<file path="src/vout_limits_params.svh">
`ifndef VOUT_LIMITS_PARAMS_SVH
`define VOUT_LIMITS_PARAMS_SVH

// ************************************
// command codes
// ************************************
`define CMD_OPERATION        8'h01
`define CMD_CLEAR_FAULTS     8'h03
`define CMD_VOUT_COMMAND     8'h21
`define CMD_FB_RATIO         8'h29
`define CMD_VOUT_LOWER       8'h2b
`define CMD_VIN_START        8'h35
`define CMD_VIN_STOP         8'h36
`define CMD_OT_LIMIT         8'h4f
`define CMD_OT_RESPONSE      8'hd0
`define CMD_STATUS_BYTE      8'h78
`define CMD_STATUS_WORD      8'h79
`define CMD_STATUS_VOUT      8'h7a

// ************************************
// field widths
// ************************************
`define W_VOUT               12
`define W_RATIO              12
`define W_VIN_THR            6
`define W_TEMP               8

// ************************************
// reset values
// ************************************
`define RST_VOUT_COMMAND     12'h1cc
`define RST_FB_RATIO         12'h28c
`define RST_VOUT_LOWER       12'h170
`define RST_VIN_START        6'h0c
`define RST_VIN_STOP         6'h0b
`define RST_OT_LIMIT         8'h91
`define RST_OPERATION        8'h80
`define RST_OT_RESPONSE      8'h00

// ************************************
// field positions
// ************************************
`define BIT_OPER_ON          7
`define BIT_OT_LATCH         0
`define BIT_SB_OFF           6
`define BIT_SB_TEMP          2
`define BIT_SW_VOUT          15
`define BIT_SV_MAXMIN        3

// ************************************
// thermal figures, timing and bus address
// ************************************
`define OT_SHUTDOWN_C        8'ha0
`define OT_RETRY_HYST_C      9'h014
`define OT_DETECT_MS         20
`define CLK_HZ               40000000
`define OT_DETECT_CYCLES     (`OT_DETECT_MS * (`CLK_HZ / 1000))
`define SMB_ADDR_DEFAULT     7'h20

`endif

</file>
<file path="src/vout_limits_pkg.sv">
package vout_limits_pkg;

	// serial management bus engine states
	typedef enum logic [3:0] {
		SMB_IDLE,
		SMB_ADDR,
		SMB_ADDR_ACK,
		SMB_CMD,
		SMB_CMD_ACK,
		SMB_WDATA,
		SMB_WDATA_ACK,
		SMB_RDATA,
		SMB_RDATA_ACK,
		SMB_SKIP
	} smb_state_t;

	// thermal protection states
	typedef enum logic {
		OT_NORMAL,
		OT_TRIPPED
	} ot_state_t;

endpackage : vout_limits_pkg

</file>
<file path="src/vout_vin_ot_limit_registers.sv">
`timescale 1ns/1ps
`include "vout_limits_params.svh"

module vout_vin_ot_limit_registers #(
	parameter logic [6:0] SMB_ADDR      = `SMB_ADDR_DEFAULT,
	parameter int         OT_FILTER_CYC = `OT_DETECT_CYCLES - 1
) (
	input  wire logic                  clk,
	input  wire logic                  arst_n,
	input  wire logic                  scl_in,
	input  wire logic                  sda_in,
	output logic                       sda_out,
	output logic                       sda_oe,
	output logic                       alert_out_n,
	output logic                       alert_oe,
	input  wire logic [7:0]            vin_meas,
	input  wire logic [`W_TEMP-1:0]    temp_meas,
	input  wire logic                  start_ok,
	output logic                       conv_enable,
	output logic                       thermal_shutdown,
	output logic [`W_VOUT-1:0]         vout_target,
	output logic [`W_VOUT+`W_RATIO-1:0] fb_ref
);

	// ************************************
	// registers
	// ************************************
	logic [`W_VOUT-1:0]   vout_command;
	logic [`W_RATIO-1:0]  feedback_divider_ratio;
	logic [`W_VOUT-1:0]   output_voltage_lower_limit;
	logic [`W_VIN_THR-1:0] input_start_threshold;
	logic [`W_VIN_THR-1:0] input_stop_threshold;
	logic [`W_TEMP-1:0]   overtemp_fault_limit;
	logic [7:0]           operation;
	logic [7:0]           ot_response;
	logic                 output_limit_warning_bit;
	logic                 overtemp_fault_flag;

	// ************************************
	// bus pin sampling
	// ************************************
	logic [1:0] pins_s;
	logic       scl_d;
	logic       sda_d;
	logic       scl_s;
	logic       sda_s;

	sync2 #(
		.WIDTH (2)
	) u_pin_sync (
		.clk    (clk),
		.arst_n (arst_n),
		.d      ({scl_in, sda_in}),
		.q      (pins_s)
	);

	assign scl_s = pins_s[1];
	assign sda_s = pins_s[0];

	// previous sampled levels for edge finding
	always_ff @(posedge clk or negedge arst_n) begin
		if (!arst_n) begin
			scl_d <= 1'b1;
			sda_d <= 1'b1;
		end else begin
			scl_d <= scl_s;
			sda_d <= sda_s;
		end
	end

	logic scl_rise;
	logic scl_fall;
	logic bus_start;
	logic bus_stop;

	// edges and start/stop conditions
	assign scl_rise  = scl_s & ~scl_d;
	assign scl_fall  = ~scl_s & scl_d;
	assign bus_start = scl_s & scl_d & sda_d & ~sda_s;
	assign bus_stop  = scl_s & scl_d & ~sda_d & sda_s;

	// ************************************
	// byte engine
	// ************************************
	vout_limits_pkg::smb_state_t state;
	logic [7:0] shreg;
	logic [3:0] bitcnt;
	logic       got_byte;
	logic       rw_read;
	logic [7:0] cmd;
	logic [1:0] idx;
	logic [7:0] data_lo;
	logic [7:0] tx;
	logic       drive_low;
	logic       master_ack;
	logic       wr_byte;
	logic       wr_word;
	logic       clr_faults;
	logic [15:0] rd_word;
	logic [7:0]  rd_byte;
	logic [7:0]  rd_byte_next;
	logic [7:0]  status_byte;
	logic [15:0] status_word;
	logic [7:0]  status_vout;

	// read data, unused upper bits forced to zero
	always_comb begin
		rd_word = 16'h0000;
		unique case (cmd)
			`CMD_OPERATION:    rd_word = {8'h00, operation};
			`CMD_VOUT_COMMAND: rd_word = 16'(vout_command);
			`CMD_FB_RATIO:     rd_word = 16'(feedback_divider_ratio);
			`CMD_VOUT_LOWER:   rd_word = 16'(output_voltage_lower_limit);
			`CMD_VIN_START:    rd_word = 16'(input_start_threshold);
			`CMD_VIN_STOP:     rd_word = 16'(input_stop_threshold);
			`CMD_OT_LIMIT:     rd_word = 16'(overtemp_fault_limit);
			`CMD_OT_RESPONSE:  rd_word = {8'h00, ot_response};
			`CMD_STATUS_BYTE:  rd_word = {8'h00, status_byte};
			`CMD_STATUS_WORD:  rd_word = status_word;
			`CMD_STATUS_VOUT:  rd_word = {8'h00, status_vout};
			default:           rd_word = 16'h0000;
		endcase
		rd_byte = idx[0] ? rd_word[15:8] : rd_word[7:0];
	end

	// bit level receive and state sequencing
	always_ff @(posedge clk or negedge arst_n) begin
		if (!arst_n) begin
			state      <= vout_limits_pkg::SMB_IDLE;
			shreg      <= 8'h00;
			bitcnt     <= 4'h0;
			got_byte   <= 1'b0;
			rw_read    <= 1'b0;
			cmd        <= 8'h00;
			idx        <= 2'h0;
			data_lo    <= 8'h00;
			tx         <= 8'h00;
			drive_low  <= 1'b0;
			master_ack <= 1'b0;
			wr_byte    <= 1'b0;
			wr_word    <= 1'b0;
			clr_faults <= 1'b0;
		end else begin
			wr_byte    <= 1'b0;
			wr_word    <= 1'b0;
			clr_faults <= 1'b0;
			if (bus_start) begin
				state     <= vout_limits_pkg::SMB_ADDR;
				bitcnt    <= 4'h0;
				got_byte  <= 1'b0;
				drive_low <= 1'b0;
			end else if (bus_stop) begin
				state     <= vout_limits_pkg::SMB_IDLE;
				drive_low <= 1'b0;
			end else if (scl_rise) begin
				// sample data bits and the master acknowledge
				shreg      <= {shreg[6:0], sda_s};
				master_ack <= ~sda_s;
				if (state != vout_limits_pkg::SMB_RDATA) begin
					bitcnt <= bitcnt + 4'h1;
					if (bitcnt == 4'h7) begin
						got_byte <= 1'b1;
					end
				end
			end else if (scl_fall) begin
				unique case (state)
					vout_limits_pkg::SMB_IDLE,
					vout_limits_pkg::SMB_SKIP: begin
						drive_low <= 1'b0;
					end
					vout_limits_pkg::SMB_ADDR: begin
						if (got_byte) begin
							got_byte <= 1'b0;
							bitcnt   <= 4'h0;
							if (shreg[7:1] == SMB_ADDR) begin
								rw_read   <= shreg[0];
								drive_low <= 1'b1;
								state     <= vout_limits_pkg::SMB_ADDR_ACK;
							end else begin
								state <= vout_limits_pkg::SMB_SKIP;
							end
						end
					end
					vout_limits_pkg::SMB_ADDR_ACK: begin
						if (rw_read) begin
							idx       <= 2'h0;
							drive_low <= ~rd_byte[7];
							tx        <= {rd_byte[6:0], 1'b0};
							bitcnt    <= 4'h1;
							state     <= vout_limits_pkg::SMB_RDATA;
						end else begin
							drive_low <= 1'b0;
							bitcnt    <= 4'h0; // ack bit is not a data bit
							state     <= vout_limits_pkg::SMB_CMD;
						end
					end
					vout_limits_pkg::SMB_CMD: begin
						if (got_byte) begin
							got_byte  <= 1'b0;
							bitcnt    <= 4'h0;
							cmd       <= shreg;
							idx       <= 2'h0;
							drive_low <= 1'b1;
							state     <= vout_limits_pkg::SMB_CMD_ACK;
						end
					end
					vout_limits_pkg::SMB_CMD_ACK: begin
						drive_low  <= 1'b0;
						bitcnt     <= 4'h0; // ack bit is not a data bit
						clr_faults <= (cmd == `CMD_CLEAR_FAULTS);
						state      <= vout_limits_pkg::SMB_WDATA;
					end
					vout_limits_pkg::SMB_WDATA: begin
						if (got_byte) begin
							got_byte  <= 1'b0;
							bitcnt    <= 4'h0;
							drive_low <= 1'b1;
							idx       <= (idx == 2'h3) ? idx : idx + 2'h1;
							if (idx == 2'h0) begin
								data_lo <= shreg;
								wr_byte <= 1'b1;
							end
							wr_word <= (idx == 2'h1);
							state   <= vout_limits_pkg::SMB_WDATA_ACK;
						end
					end
					vout_limits_pkg::SMB_WDATA_ACK: begin
						drive_low <= 1'b0;
						bitcnt    <= 4'h0; // ack bit is not a data bit
						state     <= vout_limits_pkg::SMB_WDATA;
					end
					vout_limits_pkg::SMB_RDATA: begin
						if (bitcnt == 4'h8) begin
							drive_low <= 1'b0;
							state     <= vout_limits_pkg::SMB_RDATA_ACK;
						end else begin
							drive_low <= ~tx[7];
							tx        <= {tx[6:0], 1'b0};
							bitcnt    <= bitcnt + 4'h1;
						end
					end
					vout_limits_pkg::SMB_RDATA_ACK: begin
						if (master_ack) begin
							idx       <= idx + 2'h1;
							drive_low <= ~rd_byte_next[7];
							tx        <= {rd_byte_next[6:0], 1'b0};
							bitcnt    <= 4'h1;
							state     <= vout_limits_pkg::SMB_RDATA;
						end else begin
							drive_low <= 1'b0;
							state     <= vout_limits_pkg::SMB_SKIP;
						end
					end
				endcase
			end
		end
	end

	// byte that follows the current one in a read
	assign rd_byte_next = idx[0] ? 8'h00 : rd_word[15:8];

	// open-drain data line, driven only low
	assign sda_out = 1'b0;
	assign sda_oe  = drive_low;

	// ************************************
	// register writes
	// ************************************
	logic [15:0]        wdata;
	logic [`W_VOUT-1:0] vout_req;
	logic               vout_clamp;

	assign wdata      = {shreg, data_lo};
	assign vout_req   = wdata[`W_VOUT-1:0];
	assign vout_clamp = wr_word && (cmd == `CMD_VOUT_COMMAND) &&
	                    (vout_req < output_voltage_lower_limit);

	// word commands, upper bits dropped
	always_ff @(posedge clk or negedge arst_n) begin
		if (!arst_n) begin
			vout_command               <= `RST_VOUT_COMMAND;
			feedback_divider_ratio     <= `RST_FB_RATIO;
			output_voltage_lower_limit <= `RST_VOUT_LOWER;
			input_start_threshold      <= `RST_VIN_START;
			input_stop_threshold       <= `RST_VIN_STOP;
			overtemp_fault_limit       <= `RST_OT_LIMIT;
		end else if (wr_word) begin
			unique case (cmd)
				`CMD_VOUT_COMMAND: begin
					vout_command <= vout_clamp ? output_voltage_lower_limit : vout_req;
				end
				`CMD_FB_RATIO:   feedback_divider_ratio     <= wdata[`W_RATIO-1:0];
				`CMD_VOUT_LOWER: output_voltage_lower_limit <= wdata[`W_VOUT-1:0];
				`CMD_VIN_START:  input_start_threshold      <= wdata[`W_VIN_THR-1:0];
				`CMD_VIN_STOP:   input_stop_threshold       <= wdata[`W_VIN_THR-1:0];
				`CMD_OT_LIMIT:   overtemp_fault_limit       <= wdata[`W_TEMP-1:0];
				default: ;
			endcase
		end
	end

	logic oper_on_write;

	// a write of operation with the on bit set re-arms latch-off
	assign oper_on_write = wr_byte && (cmd == `CMD_OPERATION) && shreg[`BIT_OPER_ON];

	// byte commands
	always_ff @(posedge clk or negedge arst_n) begin
		if (!arst_n) begin
			operation   <= `RST_OPERATION;
			ot_response <= `RST_OT_RESPONSE;
		end else if (wr_byte) begin
			if (cmd == `CMD_OPERATION) begin
				operation <= shreg;
			end
			if (cmd == `CMD_OT_RESPONSE) begin
				ot_response <= shreg;
			end
		end
	end

	// ************************************
	// input voltage window
	// ************************************
	logic vin_running;

	// start at or above start threshold with start_ok, stop at or below stop threshold
	always_ff @(posedge clk or negedge arst_n) begin
		if (!arst_n) begin
			vin_running <= 1'b0;
		end else if (vin_running) begin
			if (vin_meas <= 8'(input_stop_threshold)) begin
				vin_running <= 1'b0;
			end
		end else if (vin_meas >= 8'(input_start_threshold) && start_ok) begin
			vin_running <= 1'b1;
		end
	end

	// ************************************
	// thermal protection
	// ************************************
	logic [`W_TEMP-1:0] ot_limit_eff;
	logic               ot_over_raw;
	logic               ot_over;
	logic               ot_cool_retry;
	logic               ot_cool_latch;
	logic               ot_reenable;
	vout_limits_pkg::ot_state_t ot_state;

	// limits above shutdown level fall back to reaching it
	assign ot_limit_eff  = (overtemp_fault_limit > `OT_SHUTDOWN_C) ?
	                       `OT_SHUTDOWN_C : overtemp_fault_limit;
	assign ot_over_raw   = (overtemp_fault_limit > `OT_SHUTDOWN_C) ?
	                       (temp_meas >= `OT_SHUTDOWN_C) :
	                       (temp_meas > overtemp_fault_limit);
	assign ot_cool_retry = ({1'b0, temp_meas} + `OT_RETRY_HYST_C) <
	                       {1'b0, ot_limit_eff};
	assign ot_cool_latch = temp_meas < ot_limit_eff;

	persist_filter #(
		.COUNT (OT_FILTER_CYC)
	) u_ot_filter (
		.clk       (clk),
		.arst_n    (arst_n),
		.level_in  (ot_over_raw),
		.level_out (ot_over)
	);

	// tracks a re-enable seen since the trip
	always_ff @(posedge clk or negedge arst_n) begin
		if (!arst_n) begin
			ot_reenable <= 1'b0;
		end else if (ot_state == vout_limits_pkg::OT_NORMAL) begin
			ot_reenable <= 1'b0;
		end else if (oper_on_write) begin
			ot_reenable <= 1'b1;
		end
	end

	// trip, then auto-retry or latch-off release
	always_ff @(posedge clk or negedge arst_n) begin
		if (!arst_n) begin
			ot_state <= vout_limits_pkg::OT_NORMAL;
		end else begin
			unique case (ot_state)
				vout_limits_pkg::OT_NORMAL: begin
					if (ot_over) begin
						ot_state <= vout_limits_pkg::OT_TRIPPED;
					end
				end
				vout_limits_pkg::OT_TRIPPED: begin
					if (ot_response[`BIT_OT_LATCH]) begin
						if (ot_cool_latch && (ot_reenable || oper_on_write)) begin
							ot_state <= vout_limits_pkg::OT_NORMAL;
						end
					end else if (ot_cool_retry) begin
						ot_state <= vout_limits_pkg::OT_NORMAL;
					end
				end
			endcase
		end
	end

	assign thermal_shutdown = (ot_state == vout_limits_pkg::OT_TRIPPED);

	// ************************************
	// status flags and alert
	// ************************************
	// sticky flags, a set wins over a clear in the same cycle
	always_ff @(posedge clk or negedge arst_n) begin
		if (!arst_n) begin
			output_limit_warning_bit <= 1'b0;
			overtemp_fault_flag      <= 1'b0;
		end else begin
			if (vout_clamp) begin
				output_limit_warning_bit <= 1'b1;
			end else if (clr_faults) begin
				output_limit_warning_bit <= 1'b0;
			end
			if (ot_over && ot_state == vout_limits_pkg::OT_NORMAL) begin
				overtemp_fault_flag <= 1'b1;
			end else if (clr_faults) begin
				overtemp_fault_flag <= 1'b0;
			end
		end
	end

	// status views built from the flags and conv_enable
	always_comb begin
		status_byte                = 8'h00;
		status_byte[`BIT_SB_OFF]   = ~conv_enable;
		status_byte[`BIT_SB_TEMP]  = overtemp_fault_flag;
		status_word                = {8'h00, status_byte};
		status_word[`BIT_SW_VOUT]  = output_limit_warning_bit;
		status_vout                = 8'h00;
		status_vout[`BIT_SV_MAXMIN] = output_limit_warning_bit;
	end

	// alert held low while any flag stands
	always_ff @(posedge clk or negedge arst_n) begin
		if (!arst_n) begin
			alert_out_n <= 1'b1;
		end else begin
			alert_out_n <= ~(output_limit_warning_bit | overtemp_fault_flag);
		end
	end

	assign alert_oe = ~alert_out_n;

	// ************************************
	// conversion control and reference
	// ************************************
	always_ff @(posedge clk or negedge arst_n) begin
		if (!arst_n) begin
			conv_enable <= 1'b0;
			vout_target <= `RST_VOUT_COMMAND;
			fb_ref      <= '0;
		end else begin
			conv_enable <= operation[`BIT_OPER_ON] & vin_running &
			               (ot_state == vout_limits_pkg::OT_NORMAL);
			vout_target <= vout_command;
			fb_ref      <= vout_command * feedback_divider_ratio;
		end
	end

endmodule : vout_vin_ot_limit_registers

</file>
<file path="src/sync2.sv">
`timescale 1ns/1ps

// ************************************
// two-flop synchroniser
// ************************************
module sync2 #(
	parameter int WIDTH = 1
) (
	input  wire logic             clk,
	input  wire logic             arst_n,
	input  wire logic [WIDTH-1:0] d,
	output logic      [WIDTH-1:0] q
);

	logic [WIDTH-1:0] meta;

	// first stage feeds only the second
	always_ff @(posedge clk or negedge arst_n) begin
		if (!arst_n) begin
			meta <= '1;
			q    <= '1;
		end else begin
			meta <= d;
			q    <= meta;
		end
	end

endmodule : sync2

</file>
<file path="src/persist_filter.sv">
`timescale 1ns/1ps

// ************************************
// persistence filter
// ************************************
module persist_filter #(
	parameter int COUNT = 4
) (
	input  wire logic clk,
	input  wire logic arst_n,
	input  wire logic level_in,
	output logic      level_out
);

	localparam int CW = $clog2(COUNT + 1);

	logic [CW-1:0] cnt;

	// output rises once input held COUNT cycles, falls at once
	always_ff @(posedge clk or negedge arst_n) begin
		if (!arst_n) begin
			cnt       <= '0;
			level_out <= 1'b0;
		end else if (!level_in) begin
			cnt       <= '0;
			level_out <= 1'b0;
		end else if (cnt == CW'(COUNT - 1)) begin
			level_out <= 1'b1;
		end else begin
			cnt <= cnt + 1'b1;
		end
	end

endmodule : persist_filter

</file>
<file path="config.mk">
export PLATFORM = sky130hd
export DESIGN_NAME = vout_vin_ot_limit_registers
export DESIGN_NICKNAME = d
export VERILOG_FILES = /design/src/vout_limits_pkg.sv /design/src/vout_vin_ot_limit_registers.sv /design/src/sync2.sv /design/src/persist_filter.sv
export VERILOG_INCLUDE_DIRS = /design/src
export SDC_FILE = /design/constraint.sdc
export NUM_CORES = 1
export LEC_CHECK = 0
export BUFFER_PORTS_ARGS = -buffer_cell sky130_fd_sc_hd__buf_4
export CORE_MARGIN = 2
export CORE_UTILIZATION = 60
export CTS_CLUSTER_SIZE = 24
export DETAILED_ROUTE_END_ITERATION = 16
export PLACE_DENSITY = 0.78
export RECOVER_POWER = 50
export SKIP_CTS_REPAIR_TIMING = 1
export SYNTH_ARGS = -nofsm -noshare
export SYNTH_HDL_FRONTEND = slang
export SYNTH_SLANG_ARGS = --single-unit
</file>
<file path="constraint.sdc">
create_clock -name clk -period 8.41 [get_ports clk]
set_input_delay 0.4205 -clock clk [delete_from_list [all_inputs] [get_ports clk]]
set_output_delay 0.4205 -clock clk [all_outputs]
set_load 0.01 [all_outputs]
</file>
==> results.txt <==
The count of pins on the block boundary is 63. The number of sinks handled by clock tree synthesis came out at 190. The clock period could shrink to 6100 ps.

The total wirelength of the detailed-routed design came out at 34.2 mm. Setup repair after global routing left no endpoint under its margin. The global routing usage summed across all routing layers came out at 27.5%. The fraction of the core area covered by cells at the end of the flow is 65.4%. The type of element launching the critical path is a primary input.

The worst clock skew came out at 16.2 ps. The worst setup path is captured at an asynchronous set/reset pin. The die span in x came out at 160 µm. The leftover overflow at the end of global routing came out at 0.

The count of final max-slew check failures is 195. The top cell type by total area after synthesis is sky130_fd_sc_hd__dfrtp_1. The number of optimization iterations in the first detailed-route pass is 5. The clock slew seen by the registers of the worst setup and hold paths came out at 80 ps. The maximum number of pins on one net before global-route repair is 73. The worst supply voltage drop on vdd is 0.0974 mV.

In the routed design, unresolved DRC markers number 0. In this run the power density over the cells is 130 nW/µm². The post-detailed-placement cell area came out at 15300 µm². The die is 160 µm tall. The number of failing setup endpoints in the final timing report is 0.

The leakage power of the design is 7.63 nW. CTS built an H-tree with a depth of 4. The tool flagged a number of max-cap violations equal to 3. Static timing analysis puts the maximum clock frequency at 0.164 GHz.

The most numerous cell on the critical path is sky130_fd_sc_hd__clkbuf_1. The fraction of registers with async set/reset came out at 100%. The count of synthesis-stage warnings from yosys came out at 0. The root cell of the clock tree is sky130_fd_sc_hd__clkbuf_16.

The origin of the critical flop-to-flop path is vout_command[6]. The wire length of the first global-routing pass is 56.7 mm. The endpoint identified for the worst register-to-register timing path is fb_ref[20]. The fraction of synthesized cell area taken by the top area cell type came out at 26.7%. Power comes to 2.05 mW.

After detailed routing, the average wire length per cell comes to 18.4 µm. The total of buffers placed on input and output ports came out at 61. The worst-skew pair later-pin latency came out at 440 ps. Dividing the detail-routed via count by the number of cells gives 5.93.

The summed area of non-filler cells in the final layout came out at 15800 µm². In this run the most critical hold path is launched from scl_in. The number of distinct library cells after synthesis is 77. The register-to-register setup slack came out at 2480 ps. After floorplanning, the core was divided into 57 placement rows. The synthesized netlist net count is 1737. The total clock buffers created by CTS is 17.

The total negative slack is 0 ps. The arrival time of the worst setup path came out at 5780 ps. The area of the core is 24100 µm².

The signed area change from the synthesized netlist to the final layout is 7.63%. The worst slew slack as a fraction of its limit is -153%. The number of hold violations in the final report is 0. The number of synthesized register bits is 190. The run finished, with violations left. For hold timing, the worst endpoint is u_pin_sync.meta[1]. The worst setup path is of the primary input to asynchronous set/reset pin kind. Sorting the synthesized cells by area gives the leading types as sky130_fd_sc_hd__dfrtp_1, sky130_fd_sc_hd__fa_1, sky130_fd_sc_hd__ha_1. The required arrival time at the worst endpoint came out at 8090 ps. TritonCTS built the clock tree. The total inserted antenna cells came out at 0. The number of cell instances on the worst register-to-register path came out at 16. The wire-length estimate of the detail-placed layout is 25.4 mm.

The detailed router's first-iteration violation count is 914. The initial cell density of the core came out at 60.7%. The average instance area after synthesis is 9.77 µm².

The routability congestion estimate is 0.934. The count of antenna-violating nets left after detailed routing came out at 0. On the critical path the largest part of the delay comes from buffers and inverters. On the worst path, the slowest cell contributes a delay of 2790 ps. The checks that failed: capacitance limit, slew limit. The count of mapped cells out of synthesis is 1498.

The initial antenna violation count was 0. The final critical path takes up 72.6% of the cycle. The signal on the critical path passes through dlygate4sd3_1 -> clkbuf_1 -> clkbuf_1.

In this run, synthesis inferred 0 flip-flops with an integrated enable. The slew of the pin with the lowest slew margin is 3790 ps. Along the worst hold path, the cell count comes to 1.

For this design, the slowest cell found on the critical path is sky130_fd_sc_hd__clkbuf_1. Together, buffers and inverters on the worst path number 3. Summing the sequential cell areas from Yosys gives 32.8% of the chip area. The number of nets in the final layout is 1759. The path class of the tightest hold or removal check is primary input to register. The ratio of cells with drive above 1 in the final layout is 11.5%. The clock passes through at most 2 buffers. The primary flip-flop cell chosen by synthesis mapping is sky130_fd_sc_hd__dfrtp_1. The via count of the first global-routing pass came out at 11033. The synthesized cell area came out at 14600 µm².

The area of the die is 25700 µm². The highest net fanout along the worst path is 72. For this block, the via count after detailed routing is 11017.
## layer usage
layer	share of wire (%)	vias to the layer above	GRT usage (%)	routed length, µm
met4	3.1	0	9.71	1070
met5	0	-	0	0
met3	5.7	79	4.34	1950
met2	47	410	44.1	16000
met1	45	5465	38.5	15200
li1	-	5063	-	-
## metrics by stage
stage / hold WS, ps / instances / setup WS [ps]
after floorplan: 125 / 1498 / 3240
after global placement: 345 / 1824 / 2950
after detailed placement: 347 / 1824 / 2720
after CTS: -80.6 / 1856 / 2690
after global routing: 63.3 / 1857 / 1170
final: 89.3 / 1857 / 2310
## final cells by class
class	instances	area [µm²]
multi-input combinational	1048	8840
timing repair buffer	70	374
sequential	190	4800
fill	1957	8350
clock inverter	15	188
inverter	193	724
clock buffer	17	425
tap	324	405
## power by group
part	total, mW	switching (mW)	internal (mW)
sequential	1.01	0.0640	0.943
combinational	0.211	0.120	0.0918
clock	0.834	0.426	0.408
total	2.05	0.610	1.44
## worst max-delay path by stage
| stage | start | endpoint | slack, ps | cells after the start |
|---|---|---|---|---|
| 2_1_floorplan | vout_command[6] | fb_ref[23] | 3240 | 17 |
| 3_3_place_gp | vout_command[5] | fb_ref[23] | 2950 | 16 |
| 3_5_place_dp | vout_command[5] | fb_ref[20] | 2720 | 16 |
| 4_1_cts | vout_command[5] | fb_ref[20] | 2690 | 16 |
| 5_1_grt | arst_n | feedback_divider_ratio[6] | 1170 | 3 |
| 6_report | arst_n | u_ot_filter.cnt[15] | 2310 | 3 |
## synth_stat cells (3+ instances only)
library cell,count
sky130_fd_sc_hd__a211o_1,5
sky130_fd_sc_hd__o21bai_1,5
sky130_fd_sc_hd__and3_1,13
sky130_fd_sc_hd__a22o_1,13
sky130_fd_sc_hd__nand4b_1,3
sky130_fd_sc_hd__nor2_1,76
sky130_fd_sc_hd__mux2i_1,33
sky130_fd_sc_hd__o32ai_1,3
sky130_fd_sc_hd__xor2_1,18
sky130_fd_sc_hd__nand2_1,159
sky130_fd_sc_hd__nand4_1,16
sky130_fd_sc_hd__dfstp_2,34
sky130_fd_sc_hd__inv_1,193
sky130_fd_sc_hd__a31oi_1,11
sky130_fd_sc_hd__nor3b_1,9
sky130_fd_sc_hd__and4_1,4
sky130_fd_sc_hd__buf_1,4
sky130_fd_sc_hd__nor4b_1,3
sky130_fd_sc_hd__clkbuf_1,48
sky130_fd_sc_hd__mux2_2,81
sky130_fd_sc_hd__nor3_1,20
sky130_fd_sc_hd__buf_2,13
sky130_fd_sc_hd__xnor2_1,22
sky130_fd_sc_hd__o22ai_1,10
sky130_fd_sc_hd__nor2b_1,13
sky130_fd_sc_hd__a21o_1,11
sky130_fd_sc_hd__and2_1,68
sky130_fd_sc_hd__or3_1,4
sky130_fd_sc_hd__a221oi_1,3
sky130_fd_sc_hd__o211ai_1,3
sky130_fd_sc_hd__a211oi_1,14
sky130_fd_sc_hd__nand2b_1,7
sky130_fd_sc_hd__ha_1,118
sky130_fd_sc_hd__a21oi_1,59
sky130_fd_sc_hd__dfrtp_1,156
sky130_fd_sc_hd__o21ai_0,47
sky130_fd_sc_hd__o2111ai_1,3
sky130_fd_sc_hd__nand3_1,28
sky130_fd_sc_hd__fa_1,100
sky130_fd_sc_hd__o221ai_1,6
sky130_fd_sc_hd__nor4_1,4
sky130_fd_sc_hd__o21a_1,9
## cells in the final DEF, fill, tap and decap left out, drive strengths merged, types with 9 or more instances in the layout
cell type and count:
fa 100, a22o 13, nand4 17, o21a 9
a31oi 11, o21ai 49, xor2 18, dfrtp 156
o22ai 10, ha 118, nor2 76, and2 68
and3 13, mux2i 33, nand2 160, buf 26
a21oi 59, xnor2 22, nand3 28, inv 201
nor3b 11, a21o 11, clkbuf 60, a211oi 14
dfstp 34, nor3 20, nor2b 13, mux2 81
## sequential cells by signal, indices dropped and copies added (netlist names), 12 cells and up
signal                      count
fb_ref                         24
u_ot_filter.cnt                20
feedback_divider_ratio         12
output_voltage_lower_limit     12
vout_command                   12
vout_target                    12
## logic make-up after synthesis
kind of cell | synth area share, %
xor gates and xnor gates | 2.39
buffers and inverters | 6.83
adders and majority gates | 23.8
muxes | 8.49
and+or+nand+nor | 15.5
AOI/OAI and AO/OA | 10.2
other | 0.0256
DFF | 32.8
No activity file was read; power rests on OpenSTA's default activity.
